File: src/logic/omc_pkg.sv
// operating-mode controller: constants, register map and field layout
// assumes one 50 MHz clock and an apb slave port on the top module
//
// Functional notes
// - three modes; stop halts the program but keeps i/o refreshing
// - test-run executes and accepts edits, forcing and memory writes
// - normal-run executes, refuses edits/forcing/writes, allows monitoring
// - stop to/from run clears non-held areas; run to test keeps all
// - relay and link are non-held areas; timer values and flags are a group of their own
// - holding, data, extended memory and counters survive mode changes
// - entering stop from a running mode keeps timer values and flags
// - entering a running mode from stop clears timer values and flags
// - io hold bit set keeps i/o memory across mode changes
// - fatal stop with io hold keeps memory but forces outputs off
// - startup high byte: 00 switch/device, 01 last mode, 02 low byte
// - startup low byte: 00 stop, 01 test-run, 02 normal-run
// - pin 7 off: none stop, console its switch, other stop refused
// - pin 7 on: none run, console stop refused, other by cable
// - pin 2 on copies cassette contents into the cpu at power-on
// - without battery held areas are lost and system area undefined
// - battery error suppressed by setting in setup bits 12 to 15
package omc_pkg;
	localparam logic [1:0] MODE_STOP = 2'h0;
	localparam logic [1:0] MODE_TEST = 2'h1;
	localparam logic [1:0] MODE_RUN = 2'h2;
	localparam logic [7:0] SEL_SWITCH = 8'h00;
	localparam logic [7:0] SEL_LAST = 8'h01;
	localparam logic [7:0] SEL_WORD = 8'h02;
	localparam logic [7:0] LOW_STOP = 8'h00;
	localparam logic [7:0] LOW_TEST = 8'h01;
	localparam logic [7:0] LOW_RUN = 8'h02;
	localparam logic [1:0] DEV_NONE = 2'h0;
	localparam logic [1:0] DEV_CONSOLE = 2'h1;
	localparam logic [1:0] DEV_OTHER = 2'h2;
	localparam logic [1:0] REQ_EDIT = 2'h0;
	localparam logic [1:0] REQ_FORCE = 2'h1;
	localparam logic [1:0] REQ_WRITE = 2'h2;
	localparam logic [1:0] REQ_MONITOR = 2'h3;
	localparam logic [11:0] ADDR_STARTUP = 12'h000;
	localparam logic [11:0] ADDR_HOLD = 12'h004;
	localparam logic [11:0] ADDR_BATT = 12'h008;
	localparam logic [11:0] ADDR_MODE_REQ = 12'h00c;
	localparam logic [11:0] ADDR_STATUS = 12'h010;
	localparam logic [15:0] STARTUP_RST = 16'h0000;
	localparam logic [2:0] HOLD_RST = 3'h0;
	localparam logic [3:0] BATT_RST = 4'h0;
	localparam logic [3:0] BATT_SUPPRESS = 4'h1;
	localparam int BIT_IO_HOLD = 0;
	localparam int BIT_FORCE_HOLD = 1;
	localparam int BIT_OUT_OFF = 2;
	localparam int BATT_LSB = 12;
	localparam int STAT_MODE_LSB = 0;
	localparam int STAT_FATAL = 2;
	localparam int STAT_REFUSED = 3;
	localparam int STAT_BATT_ERR = 4;
	localparam int STAT_SYS_UNDEF = 5;
	localparam int STAT_READY = 6;
	localparam int STAT_XFER = 7;
	typedef enum logic [3:0] {
		BT_POWER = 4'b0001,
		BT_XFER = 4'b0010,
		BT_DECIDE = 4'b0100,
		BT_OPER = 4'b1000
	} omc_boot_t;
endpackage : omc_pkg

File: src/logic/omc_startup.sv
// power-on mode selection from startup word, pin 7 and attached device
// assumes all inputs stable while the boot sequencer samples the result
`timescale 1ns/1ns
`default_nettype none
module omc_startup (
	input wire logic [15:0] startup_word,
	input wire logic [1:0] last_mode,
	input wire logic pin7,
	input wire logic [1:0] dev_type,
	input wire logic [1:0] console_mode,
	input wire logic cable_run,
	output logic [1:0] boot_mode,
	output logic comm_refused
);
	always_comb
	begin
		boot_mode = omc_pkg::MODE_STOP;
		comm_refused = 1'b0;
		unique case (startup_word[15:8])
			omc_pkg::SEL_LAST:
				boot_mode = last_mode;
			omc_pkg::SEL_WORD:
			begin
				unique case (startup_word[7:0])
					omc_pkg::LOW_TEST: boot_mode = omc_pkg::MODE_TEST;
					omc_pkg::LOW_RUN: boot_mode = omc_pkg::MODE_RUN;
					default: boot_mode = omc_pkg::MODE_STOP;
				endcase
			end
			omc_pkg::SEL_SWITCH:
			begin
				if (!pin7)
				begin
					if (dev_type == omc_pkg::DEV_CONSOLE)
						boot_mode = console_mode;
					comm_refused = (dev_type == omc_pkg::DEV_OTHER);
				end
				else
				begin
					if (dev_type == omc_pkg::DEV_NONE)
						boot_mode = omc_pkg::MODE_RUN;
					else if (dev_type == omc_pkg::DEV_OTHER && cable_run)
						boot_mode = omc_pkg::MODE_RUN;
					comm_refused = (dev_type == omc_pkg::DEV_CONSOLE);
				end
			end
			// undefined selector codes fall back to stop
			default: boot_mode = omc_pkg::MODE_STOP;
		endcase
		// code 3 names no mode: a bad console or saved value starts in stop
		if (boot_mode == 2'h3)
			boot_mode = omc_pkg::MODE_STOP;
	end
endmodule : omc_startup
`default_nettype wire

File: src/logic/omc_transition.sv
// which i/o memory groups a mode change clears
// assumes old and new mode differ when the result is used
`timescale 1ns/1ns
`default_nettype none
module omc_transition (
	input wire logic [1:0] old_mode,
	input wire logic [1:0] new_mode,
	input wire logic io_hold,
	output logic clr_nonheld,
	output logic clr_timer
);
	logic old_stop;
	logic new_stop;
	assign old_stop = (old_mode == omc_pkg::MODE_STOP);
	assign new_stop = (new_mode == omc_pkg::MODE_STOP);
	// held areas (holding, data, extended, counters) are never cleared by a mode change
	always_comb
	begin
		clr_nonheld = (old_stop != new_stop) && !io_hold;
		clr_timer = old_stop && !new_stop && !io_hold;
	end
endmodule : omc_transition
`default_nettype wire

File: src/logic/omc_mode_ctrl.sv
// operating-mode controller top: boot sequencing, mode changes, apb regs
// assumes synchronous pin inputs and a battery-backed mode store outside
`timescale 1ns/1ns
`default_nettype none
module omc_mode_ctrl (
	input wire logic pclk,
	input wire logic presetn,
	input wire logic [11:0] paddr,
	input wire logic psel,
	input wire logic penable,
	input wire logic pwrite,
	input wire logic [31:0] pwdata,
	output logic [31:0] prdata,
	output logic pready,
	output logic pslverr,
	input wire logic dip_autoxfer,
	input wire logic dip_any_device,
	input wire logic [1:0] dev_type,
	input wire logic [1:0] console_mode,
	input wire logic cable_run,
	input wire logic battery_ok,
	input wire logic fatal_error,
	input wire logic xfer_done,
	input wire logic [1:0] saved_mode,
	input wire logic req_valid,
	input wire logic [1:0] req_kind,
	output logic req_done,
	output logic req_ok,
	output logic [1:0] mode,
	output logic prog_exec,
	output logic io_refresh,
	output logic outputs_off,
	output logic clr_nonheld,
	output logic clr_timer,
	output logic clr_held,
	output logic xfer_start,
	output logic save_wr,
	output logic [1:0] save_mode
);
	omc_pkg::omc_boot_t boot_reg;
	logic [15:0] startup_reg;
	logic [2:0] hold_reg;
	logic [3:0] batt_reg;
	logic [1:0] mode_reg;
	logic [1:0] mode_req_reg;
	logic mode_req_pend;
	logic fatal_reg;
	logic refused_reg;
	logic batt_err_reg;
	logic sys_undef_reg;
	logic [1:0] boot_mode;
	logic boot_refused;
	logic [1:0] target;
	logic chg;
	logic t_clr_nonheld;
	logic t_clr_timer;
	logic access;
	logic wr_fire;
	logic addr_ok;
	logic [31:0] rd_next;
	logic io_hold;

	assign io_hold = hold_reg[omc_pkg::BIT_IO_HOLD];
	assign mode = mode_reg;

	omc_startup u_startup (
		.startup_word(startup_reg),
		.last_mode(saved_mode),
		.pin7(dip_any_device),
		.dev_type(dev_type),
		.console_mode(console_mode),
		.cable_run(cable_run),
		.boot_mode(boot_mode),
		.comm_refused(boot_refused)
	);

	omc_transition u_trans (
		.old_mode(mode_reg),
		.new_mode(target),
		.io_hold(io_hold),
		.clr_nonheld(t_clr_nonheld),
		.clr_timer(t_clr_timer)
	);

	// apb: one wait state so read data comes from a flop
	assign access = psel && penable && !pready;
	assign wr_fire = psel && penable && pready && pwrite;
	always_comb
	begin
		addr_ok = 1'b1;
		rd_next = 32'h0000_0000;
		unique case (paddr)
			omc_pkg::ADDR_STARTUP: rd_next[15:0] = startup_reg;
			omc_pkg::ADDR_HOLD: rd_next[2:0] = hold_reg;
			omc_pkg::ADDR_BATT: rd_next[omc_pkg::BATT_LSB +: 4] = batt_reg;
			omc_pkg::ADDR_MODE_REQ: rd_next[1:0] = mode_req_reg;
			omc_pkg::ADDR_STATUS:
			begin
				rd_next[omc_pkg::STAT_MODE_LSB +: 2] = mode_reg;
				rd_next[omc_pkg::STAT_FATAL] = fatal_reg;
				rd_next[omc_pkg::STAT_REFUSED] = refused_reg;
				rd_next[omc_pkg::STAT_BATT_ERR] = batt_err_reg;
				rd_next[omc_pkg::STAT_SYS_UNDEF] = sys_undef_reg;
				rd_next[omc_pkg::STAT_READY] = (boot_reg == omc_pkg::BT_OPER);
				rd_next[omc_pkg::STAT_XFER] = (boot_reg == omc_pkg::BT_XFER);
			end
			default: addr_ok = 1'b0;
		endcase
		// mode code 3 does not exist
		if (pwrite && paddr == omc_pkg::ADDR_MODE_REQ && pwdata[1:0] == 2'h3)
			addr_ok = 1'b0;
		if (pwrite && paddr == omc_pkg::ADDR_STATUS)
			addr_ok = 1'b0;
	end

	always_ff @(posedge pclk or negedge presetn)
	begin
		if (!presetn)
		begin
			pready <= 1'b0;
			pslverr <= 1'b0;
			prdata <= 32'h0000_0000;
		end
		else
		begin
			pready <= access;
			pslverr <= access && !addr_ok;
			if (access)
				prdata <= pwrite ? 32'h0000_0000 : rd_next;
		end
	end

	// software-visible setup words
	always_ff @(posedge pclk or negedge presetn)
	begin
		if (!presetn)
		begin
			startup_reg <= omc_pkg::STARTUP_RST;
			hold_reg <= omc_pkg::HOLD_RST;
			batt_reg <= omc_pkg::BATT_RST;
		end
		else if (wr_fire && !pslverr)
		begin
			if (paddr == omc_pkg::ADDR_STARTUP)
				startup_reg <= pwdata[15:0];
			if (paddr == omc_pkg::ADDR_HOLD)
				hold_reg <= pwdata[2:0];
			if (paddr == omc_pkg::ADDR_BATT)
				batt_reg <= pwdata[omc_pkg::BATT_LSB +: 4];
		end
	end

	// a mode request waits until the boot sequence is over
	always_ff @(posedge pclk or negedge presetn)
	begin
		if (!presetn)
		begin
			mode_req_reg <= omc_pkg::MODE_STOP;
			mode_req_pend <= 1'b0;
		end
		else if (wr_fire && !pslverr && paddr == omc_pkg::ADDR_MODE_REQ)
		begin
			mode_req_reg <= pwdata[1:0];
			mode_req_pend <= 1'b1;
		end
		else if (boot_reg == omc_pkg::BT_OPER)
			mode_req_pend <= 1'b0;
	end

	// fatal stop overrides any pending request
	always_comb
	begin
		target = mode_reg;
		if (fatal_error)
			target = omc_pkg::MODE_STOP;
		else if (mode_req_pend && !fatal_reg)
			target = mode_req_reg;
	end
	assign chg = (boot_reg == omc_pkg::BT_OPER) && (target != mode_reg);

	// boot sequencer
	always_ff @(posedge pclk or negedge presetn)
	begin
		if (!presetn)
			boot_reg <= omc_pkg::BT_POWER;
		else
		begin
			unique case (boot_reg)
				omc_pkg::BT_POWER:
					boot_reg <= dip_autoxfer ? omc_pkg::BT_XFER
						: omc_pkg::BT_DECIDE;
				omc_pkg::BT_XFER:
					if (xfer_done)
						boot_reg <= omc_pkg::BT_DECIDE;
				omc_pkg::BT_DECIDE:
					boot_reg <= omc_pkg::BT_OPER;
				omc_pkg::BT_OPER:
					boot_reg <= omc_pkg::BT_OPER;
			endcase
		end
	end

	// cassette copy: program, read-only data, setup, expansion info
	always_ff @(posedge pclk or negedge presetn)
	begin
		if (!presetn)
			xfer_start <= 1'b0;
		else
			xfer_start <= (boot_reg == omc_pkg::BT_POWER) && dip_autoxfer;
	end

	// lost held data without battery; system area then untrusted
	always_ff @(posedge pclk or negedge presetn)
	begin
		if (!presetn)
		begin
			clr_held <= 1'b0;
			sys_undef_reg <= 1'b0;
		end
		else
		begin
			clr_held <= (boot_reg == omc_pkg::BT_POWER) && !battery_ok;
			if (boot_reg == omc_pkg::BT_POWER)
				sys_undef_reg <= !battery_ok;
		end
	end

	always_ff @(posedge pclk or negedge presetn)
	begin
		if (!presetn)
			batt_err_reg <= 1'b0;
		else
			batt_err_reg <= !battery_ok && batt_reg != omc_pkg::BATT_SUPPRESS;
	end

	// mode register and the clears that go with each change
	always_ff @(posedge pclk or negedge presetn)
	begin
		if (!presetn)
		begin
			mode_reg <= omc_pkg::MODE_STOP;
			prog_exec <= 1'b0;
			refused_reg <= 1'b0;
			clr_nonheld <= 1'b0;
			clr_timer <= 1'b0;
			save_wr <= 1'b0;
			save_mode <= omc_pkg::MODE_STOP;
		end
		else
		begin
			clr_nonheld <= 1'b0;
			clr_timer <= 1'b0;
			save_wr <= 1'b0;
			if (boot_reg == omc_pkg::BT_DECIDE)
			begin
				mode_reg <= boot_mode;
				prog_exec <= boot_mode != omc_pkg::MODE_STOP;
				refused_reg <= boot_refused;
			end
			else if (chg)
			begin
				mode_reg <= target;
				prog_exec <= target != omc_pkg::MODE_STOP;
				clr_nonheld <= t_clr_nonheld;
				clr_timer <= t_clr_timer;
				save_wr <= 1'b1;
				save_mode <= target;
			end
		end
	end

	// fatal stop: set wins over the release
	always_ff @(posedge pclk or negedge presetn)
	begin
		if (!presetn)
			fatal_reg <= 1'b0;
		else if (fatal_error)
			fatal_reg <= 1'b1;
		else if (mode_req_pend && mode_req_reg == omc_pkg::MODE_STOP)
			fatal_reg <= 1'b0;
	end

	// with io hold a fatal stop keeps memory, so outputs must be cut here
	always_ff @(posedge pclk or negedge presetn)
	begin
		if (!presetn)
		begin
			outputs_off <= 1'b0;
			io_refresh <= 1'b0;
		end
		else
		begin
			outputs_off <= (fatal_error || fatal_reg)
				|| hold_reg[omc_pkg::BIT_OUT_OFF];
			io_refresh <= boot_reg == omc_pkg::BT_OPER;
		end
	end

	// programming device requests
	always_ff @(posedge pclk or negedge presetn)
	begin
		if (!presetn)
		begin
			req_done <= 1'b0;
			req_ok <= 1'b0;
		end
		else
		begin
			req_done <= req_valid;
			if (refused_reg || boot_reg != omc_pkg::BT_OPER)
				req_ok <= 1'b0;
			else if (mode_reg == omc_pkg::MODE_RUN)
				req_ok <= req_kind == omc_pkg::REQ_MONITOR;
			else
				req_ok <= 1'b1;
		end
	end

	a_run_refuses: assert property (@(posedge pclk) disable iff (!presetn)
		req_valid && mode_reg == omc_pkg::MODE_RUN
		&& req_kind != omc_pkg::REQ_MONITOR |=> req_done && !req_ok)
		else $error("run mode accepted a change request");
	a_test_accepts: assert property (@(posedge pclk) disable iff (!presetn)
		req_valid && mode_reg == omc_pkg::MODE_TEST && !refused_reg
		&& boot_reg == omc_pkg::BT_OPER |=> req_done && req_ok)
		else $error("test mode refused a request");
	a_exec_mode: assert property (@(posedge pclk) disable iff (!presetn)
		prog_exec == (mode_reg != omc_pkg::MODE_STOP))
		else $error("program execution disagrees with mode");
	a_stop_to_run: assert property (@(posedge pclk) disable iff (!presetn)
		chg && mode_reg == omc_pkg::MODE_STOP && !io_hold
		|=> clr_timer && clr_nonheld && prog_exec)
		else $error("start from stop did not clear timers");
	a_run_to_stop: assert property (@(posedge pclk) disable iff (!presetn)
		chg && target == omc_pkg::MODE_STOP && !io_hold
		|=> !clr_timer && clr_nonheld)
		else $error("stop entry cleared timers or kept non-held");
	a_run_to_test: assert property (@(posedge pclk) disable iff (!presetn)
		chg && mode_reg != omc_pkg::MODE_STOP
		&& target != omc_pkg::MODE_STOP |=> !clr_nonheld && !clr_timer)
		else $error("run to test change cleared memory");
	a_hold_keeps: assert property (@(posedge pclk) disable iff (!presetn)
		chg && io_hold |=> !clr_nonheld && !clr_timer)
		else $error("io hold did not keep memory");
	a_fatal_off: assert property (@(posedge pclk) disable iff (!presetn)
		fatal_error && boot_reg == omc_pkg::BT_OPER
		|=> outputs_off && mode_reg == omc_pkg::MODE_STOP)
		else $error("fatal error left outputs on");
	a_xfer_boot: assert property (@(posedge pclk) disable iff (!presetn)
		boot_reg == omc_pkg::BT_POWER && dip_autoxfer
		|=> xfer_start && boot_reg == omc_pkg::BT_XFER)
		else $error("cassette copy not started");
	a_batt_err: assert property (@(posedge pclk) disable iff (!presetn)
		!battery_ok && batt_reg == omc_pkg::BATT_SUPPRESS |=> !batt_err_reg)
		else $error("suppressed battery error reported");
	a_save_mode: assert property (@(posedge pclk) disable iff (!presetn)
		chg |=> save_wr && save_mode == mode_reg)
		else $error("mode change not saved");
	a_boot_run: assert property (@(posedge pclk) disable iff (!presetn)
		boot_reg == omc_pkg::BT_DECIDE && startup_reg[15:8] == 8'h00
		&& dip_any_device && dev_type == omc_pkg::DEV_NONE
		|=> mode_reg == omc_pkg::MODE_RUN)
		else $error("pin 7 boot with nothing attached not run");
	c_boot_xfer: cover property (@(posedge pclk) disable iff (!presetn)
		xfer_start ##[1:20] boot_reg == omc_pkg::BT_OPER);
	c_stop_run: cover property (@(posedge pclk) disable iff (!presetn)
		chg && mode_reg == omc_pkg::MODE_STOP);
	c_fatal: cover property (@(posedge pclk) disable iff (!presetn)
		fatal_error && io_hold && mode_reg == omc_pkg::MODE_RUN);
	c_refused: cover property (@(posedge pclk) disable iff (!presetn)
		req_done && !req_ok);
endmodule : omc_mode_ctrl
`default_nettype wire

File: config.mk
export PLATFORM = sky130hd
export DESIGN_NAME = omc_mode_ctrl
export DESIGN_NICKNAME = d
export VERILOG_FILES = /design/src/logic/omc_pkg.sv /design/src/logic/omc_startup.sv /design/src/logic/omc_transition.sv /design/src/logic/omc_mode_ctrl.sv
export SDC_FILE = /design/constraint.sdc
export NUM_CORES = 1
export LEC_CHECK = 0
export BUFFER_PORTS_ARGS = -buffer_cell sky130_fd_sc_hd__buf_2
export CELL_PAD_IN_SITES_DETAIL_PLACEMENT = 1
export CELL_PAD_IN_SITES_GLOBAL_PLACEMENT = 2
export CORE_ASPECT_RATIO = 0.7
export CORE_MARGIN = 5
export CORE_UTILIZATION = 33
export DETAILED_ROUTE_END_ITERATION = 6
export PLACE_DENSITY_LB_ADDON = 0.1
export SYNTH_ARGS = -nofsm -noshare
export SYNTH_HDL_FRONTEND = slang
export SYNTH_SLANG_ARGS = --single-unit
File: constraint.sdc
create_clock -name pclk -period 6.4 [get_ports pclk]
set_input_delay 0.32 -clock pclk [delete_from_list [all_inputs] [get_ports pclk]]
set_output_delay 0.32 -clock pclk [all_outputs]
set_load 0.05 [all_outputs]
# Yosys cells after proc, flatten, opt, wreduce, memory -nomap -nowiden
# Cells that the tools add are included.
# totals
elab_cells	135
latchBits	0
n_memories	0
mem_bits_rw	0
out_inout_bits	48
romBits	0
ff_bits	82
# classes
n_reduce_logical	47
eq_ne	23
n_mul	0
shifts	0
muxes	39
n_bitwise	1
n_lt_le_gt_ge	0
addsub	0
div_mod_pow	0
# ops
operator	n
equality test 12 x 4 -> 1 bit (second input constant)	2
logical AND 1 bit	20
2-to-1 mux 1 bit	19
2-to-1 mux 2 bit	9
equality test 8 x 1 -> 1 bit (second input constant)	2
equality test 8 x 2 -> 1 bit (second input constant)	2
2-to-1 mux 16 bit	1
equality test 12 x 3 -> 1 bit (second input constant)	1
equality test 12 x 5 -> 1 bit (second input constant)	1
logical NOT 12 bit	1
case mux 4 bit (3 select lines)	1
equality test 2 bit (second input constant)	5
case mux 5 bit (2 select lines)	1
nonzero test 2 bit	5
logical NOT 2 bit	4
logical NOT 8 bit	1
2-to-1 mux 4 bit	2
case mux 2 bit (4 select lines)	1
case mux 4 bit (2 select lines)	1
AND reduction 2 bit	4
logical NOT 1 bit	7
case mux 2 bit (3 select lines)	1
OR reduction 5 bit	1
equality test 4 x 1 -> 1 bit (second input constant)	1
15 further kinds	17

# Longest topological paths before layout
# Gate-level depths: netlist of run 1.
# logic_depth
word_depth	10
mapped_depth	8
mapped_depth_nobuf	8

# Cells and area by module
# A second synthesis of run 1 with hierarchy kept.
# hier_totals
hier_cells	289
hier_area_um2	3169.3
# modules_own_cells
mod	area_per_inst_um2	n_inst	cells_per_inst	seq_area_each_um2
omc_mode_ctrl	2950.3	1	259	1652.8
omc_startup	186.4	1	25	0.0
omc_transition	32.5	1	5	0.0

# Least setup slack after synthesis of run 1
# Ideal clock, no wire load.
# synth_path
kind	register to register
startpoint	register startup_reg[11]
endpoint	register prog_exec
setup_ns	0.104
path_stages_with_launch	6
path_slack_ns	4.081
arrival_ns	2.215
t_required_ns	6.296
period_less_slack_ns	2.319
n_path_buf	0
path_cell_list	dfrtp_1 or4_1 or4_1 o32a_1 ha_1 a221oi_1
# synth_between
elab_chain_cells	6
elab_cells_between_ends	8
cone_classes	eq/ne: 3; mux: 3; reduce/logical: 2
# synth_lines
element	line_no	text
start, declared	omc_mode_ctrl.sv:41	logic [15:0] startup_reg;
start signal, assigned	omc_mode_ctrl.sv:138	startup_reg <= omc_pkg::STARTUP_RST;
start signal, assigned	omc_mode_ctrl.sv:145	startup_reg <= pwdata[15:0];
equality test 8 x 2 -> 1 bit, or another cell as far along	omc_startup.sv:19	unique case (startup_word[15:8])
case mux 2 bit (3 select lines) *	omc_startup.sv:19	
equality test 2 bit	omc_startup.sv:51	if (boot_mode == 2'h3)
2-to-1 mux 2 bit *	omc_startup.sv:51	
nonzero test 2 bit *	omc_mode_ctrl.sv:257	prog_exec <= boot_mode != omc_pkg::MODE_STOP;
2-to-1 mux 1 bit *	omc_mode_ctrl.sv:254	if (boot_reg == omc_pkg::BT_DECIDE)
end signal, assigned	omc_mode_ctrl.sv:257	
end signal, assigned	omc_mode_ctrl.sv:263	prog_exec <= target != omc_pkg::MODE_STOP;
end, declared	omc_mode_ctrl.sv:30	output logic prog_exec,
# Every way passes the cells marked *; elsewhere a longest branch is shown, timed or not.
# A chain may end at the register's enable or synchronous reset.

# Worst setup path after layout of run 1
# layout_path
startpoint	input paddr[9]
endpoint	register prdata[5]
# layout_between
elab_chain_cells	3
elab_cells_between_ends	4
cone_classes	eq/ne: 1; mux: 2; reduce/logical: 1
# layout_lines
element	line_no	text
start, declared	omc_mode_ctrl.sv:8	input wire logic [11:0] paddr,
equality test 12 x 5 -> 1 bit / logical NOT 12 bit (equally long branches)	omc_mode_ctrl.sv:92	unique case (paddr)
case mux 5 bit (2 select lines) *	omc_mode_ctrl.sv:92	
2-to-1 mux 16 bit *	omc_mode_ctrl.sv:129	prdata <= pwrite ? 32'h0000_0000 : rd_next;
end signal, assigned	omc_mode_ctrl.sv:129	
end, declared	omc_mode_ctrl.sv:13	output logic [31:0] prdata,
# Marked as above.

==> Implementation_results.wiki, run 1 <==
{| class="wikitable"
! Metric !! Value
|-
| Filler cells || between 1,000 and 1,500
|-
| Met3 routed WL || 667 microns
|-
| Final net count || 430
|-
| Remaining routing DRC violations || 0
|-
| Hold Fails Final Rpt || 0
|-
| Number of antenna violations at the first check in global routing || 0
|-
| Count of hold buffers inserted by post-cts repair || 0
|-
| Number of ports placed on the die boundary || around 110
|-
| Share of flip-flops with an asynchronous set or reset || 100%
|-
| Actual slew at the worst max-slew pin || 1.06 ns
|-
| Antenna Diode Count || 0
|-
| Top-area cell type share of the netlist area || approximately 52%
|-
| Number of library cell types mapped by synthesis || between 40 and 50
|-
| Maximum resistive drop on vdd || 0.122 mV
|-
| Final critical-path setup slack || 3.87 ns
|-
| Routability congestion estimate || 0.781
|-
| Req. time, crit path || around 6.7 ns
|-
| First-pass GRT wire length || approximately 14,000 microns
|-
| Shortest clock period the worst path allows after layout || between 2 and 3 ns
|-
| Total routed wirelength || roughly 8500 microns
|-
| Die height || 91.7 microns
|-
| Total die area || roughly 12,000 sq um
|-
| Data arrival time of the critical path || between 2 and 3 ns
|-
| Standard-cell row count || 29
|-
| Number of endpoints failing setup at the final stage || 0
|-
| CP Buf/Inv Count || 1
|-
| Synth top area cells || sky130_fd_sc_hd__dfrtp_1 52%, sky130_fd_sc_hd__mux2_2 8.9%, sky130_fd_sc_hd__buf_4 4.1%
|-
| Buffer type at the clock tree root || sky130_fd_sc_hd__clkbuf_16
|-
| Via count of the first global-routing pass || 2,656
|-
| Series of cell instances along the critical path || buf_2, or4_1, nor4_2, nand3_1, nor2_1, a221o_1
|-
| Critical path capture point type || register
|-
| Congestion Overflow GR || 0
|-
| Static leakage || between 2 and 2.5 nW
|-
| Minimum setup slack among reg-to-reg paths || between 3 and 4 ns
|-
| Routed wl met2 || between 3000 and 4000 microns
|-
| Largest net degree at the start of global routing || 67
|-
| Highest-delay cell along the critical path || sky130_fd_sc_hd__nor2_1
|-
| Clock Tree Buf Depth || 2
|-
| DR top layer || met4
|-
| EDFF count, synth || 0
|-
| Htree depth || 3
|-
| Largest delay contributor family on the critical path || simple AND/OR/NAND/NOR gates
|-
| Post CTS Setup Buffer Count || 0
|-
| Metal1 wirelength || around 4300 microns
|-
| CTS tree || done
|-
| Nature of the critical path startpoint || input port
|-
| Area of the core || slightly above 9000 sq um
|-
| Max-cap violations || 0
|-
| Gate Count Post-Synth || 280
|-
| Unrepaired setup endpoints after global routing || no
|-
| Initial core utilization || between 30% and 40%
|-
| Wire per inst || between 15 and 20 microns
|-
| Post-synthesis instance area || roughly 3100 sq um
|-
| Maximum clock frequency || between 300 and 400 MHz
|-
| Synth top cells by count || 65 x sky130_fd_sc_hd__dfrtp_1, 25 x sky130_fd_sc_hd__mux2_2, 25 x sky130_fd_sc_hd__nor2_1
|-
| Number of nets with antenna violations after detailed routing || 0
|-
| Initial DRC count || 96
|-
| Post-Route Setup TNS || 0 ns
|-
| Multi-input gate area || around 1400 sq um
|-
| Highest cell delay on the worst timing path || between 0.8 and 0.9 ns
|-
| Worst min-delay path class || input port to register
|-
| Rel. slew slack || between 20% and 30%
|-
| Number of input and output port buffers inserted || 79
|-
| Die width || 127 microns
|-
| Area Growth Syn to Fin || 23.5%
|-
| Proportion of layout cells with a drive suffix above 1 || 35.3%
|-
| Power density cells || 293 nW/um^2
|-
| Crit Path Category || input port to register
|-
| Per-cell via count in the routed design || approximately 5.0
|-
| Clock edge transition at the registers on the reported setup and hold paths || around 0.05 ns
|-
| Post-synthesis sequential area ratio || a little over half
|-
| Number of clock buffers inserted by TritonCTS || 9
|-
| Post-DP HPWL || ~6400 microns
|-
| Clk Latency, worst-skew pair || ~0.33 ns
|-
| Number of sinks handled by clock tree synthesis || 66
|-
| Flip-flop and latch count after synthesis || between 60 and 70
|-
| Largest clock skew in the final design || ~0.0077 ns
|-
| Status || completed
|-
| Yosys warning total || 0
|-
| Max-slew violation total from the final report || 0
|-
| Top-count cell post-synth || sky130_fd_sc_hd__dfrtp_1
|-
| Total iterations of the first detailed-routing run || 4
|-
| Worst slack at placement || between 3 and 4 ns
|-
| Post-synth top area cell || sky130_fd_sc_hd__dfrtp_1
|-
| CTS-repair resized insts || 0
|-
| Worst-path fanout max || 13
|-
| Final period utilization || 39.5%
|-
| Reg area || 1650 sq um
|-
| GRT Total Usage || 15.5%
|-
| Primary FF master, synth || sky130_fd_sc_hd__dfrtp_1
|-
| Total vias in the final route || 2,438
|-
| Avg Inst Size Synth || 11.2 sq um
|}
through the flow:
step | instances | hold WS [ns] | power [mW] | util [%] | instance area, sq um
global placement | 476 | 0.430 | 0.701 | 39.4 | 3610
detailed placement | 476 | 0.430 | 0.704 | 39.4 | 3610
global route | 492 | 0.0812 | 1.20 | 42.3 | 3880
CTS | 492 | 0.0837 | 1.16 | 42.3 | 3880
floorplan | 296 | 0.0244 | 0.638 | - | 3210
finish | 492 | 0.0968 | 1.14 | 42.3 | 3880
where the power goes:
part / internal, mW / switching (mW)
Combinational: 0.0666 / 0.147
Clock: 0.260 / 0.183
Sequential: 0.446 / 0.0363
Total: 0.773 / 0.366
placed cells by master (no fill, tap or decap), types with 6 or more instances in the layout:
| cell type | count |
|---|---|
| sky130_fd_sc_hd__buf_2 | 79 |
| sky130_fd_sc_hd__dfrtp_1 | 65 |
| sky130_fd_sc_hd__nor2_1 | 25 |
| sky130_fd_sc_hd__mux2_2 | 25 |
| sky130_fd_sc_hd__nand2_1 | 22 |
| sky130_fd_sc_hd__conb_1 | 17 |
| sky130_fd_sc_hd__a21oi_1 | 10 |
| sky130_fd_sc_hd__inv_1 | 9 |
| sky130_fd_sc_hd__a22o_1 | 9 |
| sky130_fd_sc_hd__clkbuf_16 | 9 |
| sky130_fd_sc_hd__o21ai_0 | 7 |
| sky130_fd_sc_hd__nor3_1 | 7 |
| sky130_fd_sc_hd__a21o_1 | 7 |
| sky130_fd_sc_hd__a221o_1 | 6 |
layout make-up:
type	instances	share of cell area, %
multi-input cells	196	35.0
inverters	9	0.870
clock inverters	7	1.19
repair buffers	81	10.6
well taps	124	3.99
flip-flops and latches	66	42.5
clock buffers	9	5.80
layer usage:
metal / GRT usage [%] / vias up
li1: - / 1155
met1: 22.3 / 1191
met2: 21.6 / 84
met3: 6.04 / 8
met4: 4.29 / 0
met5: 0 / -
worst paths after layout:
path,startpoint,endpoint,depth (start not counted)
worst min register to register,save_mode[1]$_DFFE_PN0P_,save_mode[1]$_DFFE_PN0P_,1
worst max-delay path,paddr[9],prdata[5]$_DFFE_PN0P_,6
worst max register to register,startup_reg[11]$_DFFE_PN0P_,prog_exec$_DFFE_PN0P_,5
min in group asynchronous,presetn,req_done$_DFF_PN0_,2
max in group asynchronous,presetn,save_mode[1]$_DFFE_PN0P_,2
worst min-delay path,req_valid,req_done$_DFF_PN0_,1
logic make-up (layout without fill, tap and decap cells):
| kind of cell | count (synthesis) | count (layout) | share of synthesized area (%) |
|---|---|---|---|
| xor gates and xnor gates | 1 | 1 | 0.278 |
| AOI/OAI and AO/OA | 54 | 54 | 13.0 |
| DFF | 66 | 66 | 52.5 |
| buffers and inverters | 34 | 106 | 6.12 |
| and+or+nand+nor | 91 | 91 | 16.3 |
| muxes | 30 | 30 | 10.5 |
| adders and majority gates | 3 | 3 | 1.19 |
| other | 1 | 17 | 0.119 |
Note: power is estimated with default switching activity, not from simulation.
==> run 2: changes to the inputs <==
Settings changed: ABC_AREA set to 1, CORE_UTILIZATION 33 to 25.
Clock period 6.4 ns to 2.2 ns, I/O delays scaled along.
==> run 2 against run 1 <==
Effect of this change:
- setup slack lost 3.7 ns
- clock skew is 0.0013 ns higher
- sequential power grew to 2.8 times the previous value
- clock power rose to 3.5 times the previous value
- count of clock-buffer cells in the layout unchanged
- critical path depth grew 5
- critical path type is now register to register
- sequential cell count unchanged
==> Implementation_results.wiki, run 2 <==
{| class="wikitable"
! Metric !! Value
|-
| Nature of the critical path startpoint || register
|-
| Avg Inst Size Synth || 8.09 sq um (-28%)
|-
| Per-cell via count in the routed design || 4.36 (-12%)
|-
| Number of endpoints failing setup at the final stage || 0 (unchanged)
|-
| Post-DP HPWL || 7890 microns (+24%)
|-
| Total placed instance area || 3820 sq um (+5.7%)
|-
| Highest-delay cell along the critical path || sky130_fd_sc_hd__dfrtp_1
|-
| Status || completed
|-
| Actual slew at the worst max-slew pin || 0.707 ns (-0.354 ns)
|-
| Final net count || 569 (+32%)
|-
| Total vias in the final route || 2,937 (+20%)
|-
| Most frequent cell on the critical path || sky130_fd_sc_hd__nand2_1
|-
| Hold Fails Final Rpt || 0 (unchanged)
|-
| Number of sinks handled by clock tree synthesis || 66 (unchanged)
|-
| Worst-path fanout max || 4 (-9)
|-
| Worst hold slack || 0.0156 ns (-0.0812 ns)
|-
| Shortest clock period the worst path allows after layout || 2.00 ns
|-
| Maximum resistive drop on vdd || 0.368 mV (+200%)
|-
| Clock Tree Buf Depth || 2 (unchanged)
|-
| Max-cap violations || 0 (unchanged)
|-
| Proportion of layout cells with a drive suffix above 1 || 23.1% (-12 points)
|-
| Number of cells traversed by the worst register-to-register path || 11 (+6)
|-
| Crit Path Category || register to register
|-
| Rel. slew slack || 52.8% (+25 points)
|-
| Number of clock buffers inserted by TritonCTS || 9 (unchanged)
|-
| Series of cell instances along the critical path || inv_1, nand4_1, nor3_2, nand3_1, nand2_1, nor2_1, ha_1, or2_2, nand3_1, nand2_1, nand2_1
|-
| Top library cells by usage in the layout, fill and taps aside || 111 x sky130_fd_sc_hd__nand2_1, 79 x sky130_fd_sc_hd__buf_2, 65 x sky130_fd_sc_hd__dfrtp_1, 50 x sky130_fd_sc_hd__inv_1, 34 x sky130_fd_sc_hd__nand3_1
|-
| Initial core utilization || 25.2% (-9.1 points)
|-
| Antenna Diode Count || 0 (unchanged)
|-
| Maximum clock frequency || approximately 500 MHz
|-
| Via count of the first global-routing pass || 3,185 (+20%)
|-
| First-pass GRT wire length || 16,900 microns (+19%)
|-
| Htree depth || 3 (unchanged)
|-
| Share of flip-flops with an asynchronous set or reset || 100% (unchanged)
|-
| Standard-cell row count || 35 (+21%)
|-
| Flip-flop and latch count after synthesis || 66 (unchanged)
|-
| Static leakage || 2.28 nW (+12%)
|-
| Routability congestion estimate || 0.781 (about the same)
|-
| Largest clock skew in the final design || 0.00909 ns (+0.00135 ns)
|-
| Post CTS Setup Buffer Count || 0 (unchanged)
|-
| Reg-to-reg startpoint || startup_reg[14]$_DFFE_PN0P_
|-
| Post-synthesis sequential area ratio || 50.2% (-2.3 points)
|-
| Remaining routing DRC violations || 0 (unchanged)
|-
| CTS tree || done
|-
| Buffer type at the clock tree root || sky130_fd_sc_hd__clkbuf_16
|-
| Area Growth Syn to Fin || 28.5%
|-
| Gate Count Post-Synth || 407 (+45%)
|-
| Critical path capture point type || register
|-
| Total routed wirelength || 10,100 microns (+19%)
|-
| Die width || 147 microns (+16%)
|-
| Total iterations of the first detailed-routing run || 4 (unchanged)
|-
| Power density cells || 831 nW/um^2 (+180%)
|-
| Number of antenna violations at the first check in global routing || 0 (unchanged)
|-
| EDFF count, synth || 0 (unchanged)
|-
| GRT Total Usage || 13.7% (-1.8 points)
|-
| Final Total Pwr || 3.52 mW (+210%)
|-
| Number of nets with antenna violations after detailed routing || 0 (unchanged)
|-
| Primary FF master, synth || sky130_fd_sc_hd__dfrtp_1
|-
| Capture instance of the worst register-to-register path || prog_exec$_DFFE_PN0P_
|-
| Initial DRC count || 102 (+6.3%)
|-
| Clock edge transition at the registers on the reported setup and hold paths || 0.06 ns (about the same)
|-
| Number of library cell types mapped by synthesis || 33 (-28%)
|-
| Number of ports placed on the die boundary || 112 (unchanged)
|-
| Post-Route Setup TNS || 0 ns (unchanged)
|-
| Die height || 106 microns (+16%)
|-
| Max-slew violation total from the final report || 0 (unchanged)
|-
| Top-area cell type share of the netlist area || 49.4% (-2.3 points)
|-
| Terminating pin of the worst hold path || startup_reg[15]$_DFFE_PN0P_
|-
| Synth top area cells || sky130_fd_sc_hd__dfrtp_1 49%, sky130_fd_sc_hd__nand2_1 13%, sky130_fd_sc_hd__inv_1 5.7%
|-
| Yosys warning total || 0 (unchanged)
|-
| Largest net degree at the start of global routing || 42 (-37%)
|-
| Synth top cells by count || 111 x sky130_fd_sc_hd__nand2_1, 65 x sky130_fd_sc_hd__dfrtp_1, 50 x sky130_fd_sc_hd__inv_1
|-
| Congestion Overflow GR || 0 (unchanged)
|-
| Area of the core || 13,100 sq um (+42%)
|-
| Post-synth top area cell || sky130_fd_sc_hd__dfrtp_1
|-
| Final period utilization || approximately nine tenths
|-
| Commonest non-fill, non-tap cell in the layout || sky130_fd_sc_hd__nand2_1
|-
| Highest cell delay on the worst timing path || 0.36 ns (-0.50 ns)
|-
| Post-synthesis instance area || 3290 sq um (+4.6%)
|-
| Finished Cell Area || 4230 sq um (+8.9%)
|-
| Req. time, crit path || 2.47 ns (-4.20 ns)
|-
| Unrepaired setup endpoints after global routing || no
|-
| Number of input and output port buffers inserted || 79 (unchanged)
|-
| Min-delay src || pwdata[15]
|-
| Worst min-delay path class || input port to register
|-
| Worst hold path depth || 3 (+2)
|-
| Minimum setup slack among reg-to-reg paths || 0.20 ns (-3.70 ns)
|-
| Top-count cell post-synth || sky130_fd_sc_hd__nand2_1
|-
| Data arrival time of the critical path || 2.27 ns (-0.52 ns)
|-
| Clk Latency, worst-skew pair || 0.33 ns (about the same)
|-
| Largest delay contributor family on the critical path || simple AND/OR/NAND/NOR gates
|-
| Total die area || 15,600 sq um (+34%)
|-
| Wire per inst || 15.0 microns (-13%)
|-
| CP Buf/Inv Count || 1 (unchanged)
|}
run 2: how the worst max path moves through the flow:
stage	startpoint	end	cells after the start
final	startup_reg[14]$_DFFE_PN0P_	prog_exec$_DFFE_PN0P_	11
after global routing	startup_reg[14]$_DFFE_PN0P_	prog_exec$_DFFE_PN0P_	11
after CTS	startup_reg[14]$_DFFE_PN0P_	prog_exec$_DFFE_PN0P_	11
after detailed placement	startup_reg[14]$_DFFE_PN0P_	prog_exec$_DFFE_PN0P_	11
after global placement	startup_reg[14]$_DFFE_PN0P_	prog_exec$_DFFE_PN0P_	11
after floorplan	startup_reg[11]$_DFFE_PN0P_	prog_exec$_DFFE_PN0P_	11
run 2: routing by layer:
| layer | part of all wire [%] | up-vias | track usage, % |
|---|---|---|---|
| met3 | 5.2 | 10 | 3.96 |
| met5 | 0 | - | 0 |
| met4 | 0.78 | 0 | 3.39 |
| met2 | 41 | 67 | 19.6 |
| met1 | 53 | 1385 | 20.1 |
| li1 | - | 1475 | - |
run 2: kinds of logic (layout without fill, tap and decap cells):
group | count (synthesis) | after routing | synth area share, %
other cells | 1 | 17 | 0.114
fa+ha+maj | 3 | 3 | 1.14
compound gates | 52 | 52 | 8.86
simple gates | 207 | 207 | 28.0
buf+inv | 78 | 162 | 11.7
flops | 66 | 66 | 50.2
run 2: worst min-delay path: cells and delay by family:
kind                   cells  cell delay, ns
buffers and inverters      1            0.09
AND/OR/NAND/NOR            1            0.05
AO/OA/AOI/OAI              1            0.06
run 2: power breakdown:
group	switching, mW	total [mW]	leakage (nW)	internal, mW
registers	0.0728	1.36	0.790	1.29
clock network	0.565	1.57	0.160	1.00
logic	0.433	0.591	1.33	0.158
total	1.07	3.52	2.28	2.45
run 2: cell type report:
type | instances | area [sq um]
timing repair buffer | 91 | 518
sequential | 66 | 1650
inverter | 55 | 206
clock buffer | 9 | 225
multi-input combinational | 279 | 1320
tap | 166 | 208
fill | 1597 | 8820
clock inverter | 7 | 100
run 2: metrics by stage:
stage,instances,setup slack [ns],utilization [%]
3_3_place_gp,649,0.106,29.3
5_1_grt,673,0.00920,32.4
4_1_cts,672,0.0421,32.3
6_report,673,0.199,32.4
2_1_floorplan,423,0.371,-
3_5_place_dp,649,0.0675,29.3
run 2: repair_timing:
| action | CTS | global route |
|---|---|---|
| hold buffers | 7 | 1 |
| gates resized for setup | 0 | 1 |
| hold endpoints to repair | 30 | 1 |
| endpoints found under the setup margin | 0 | 1 |
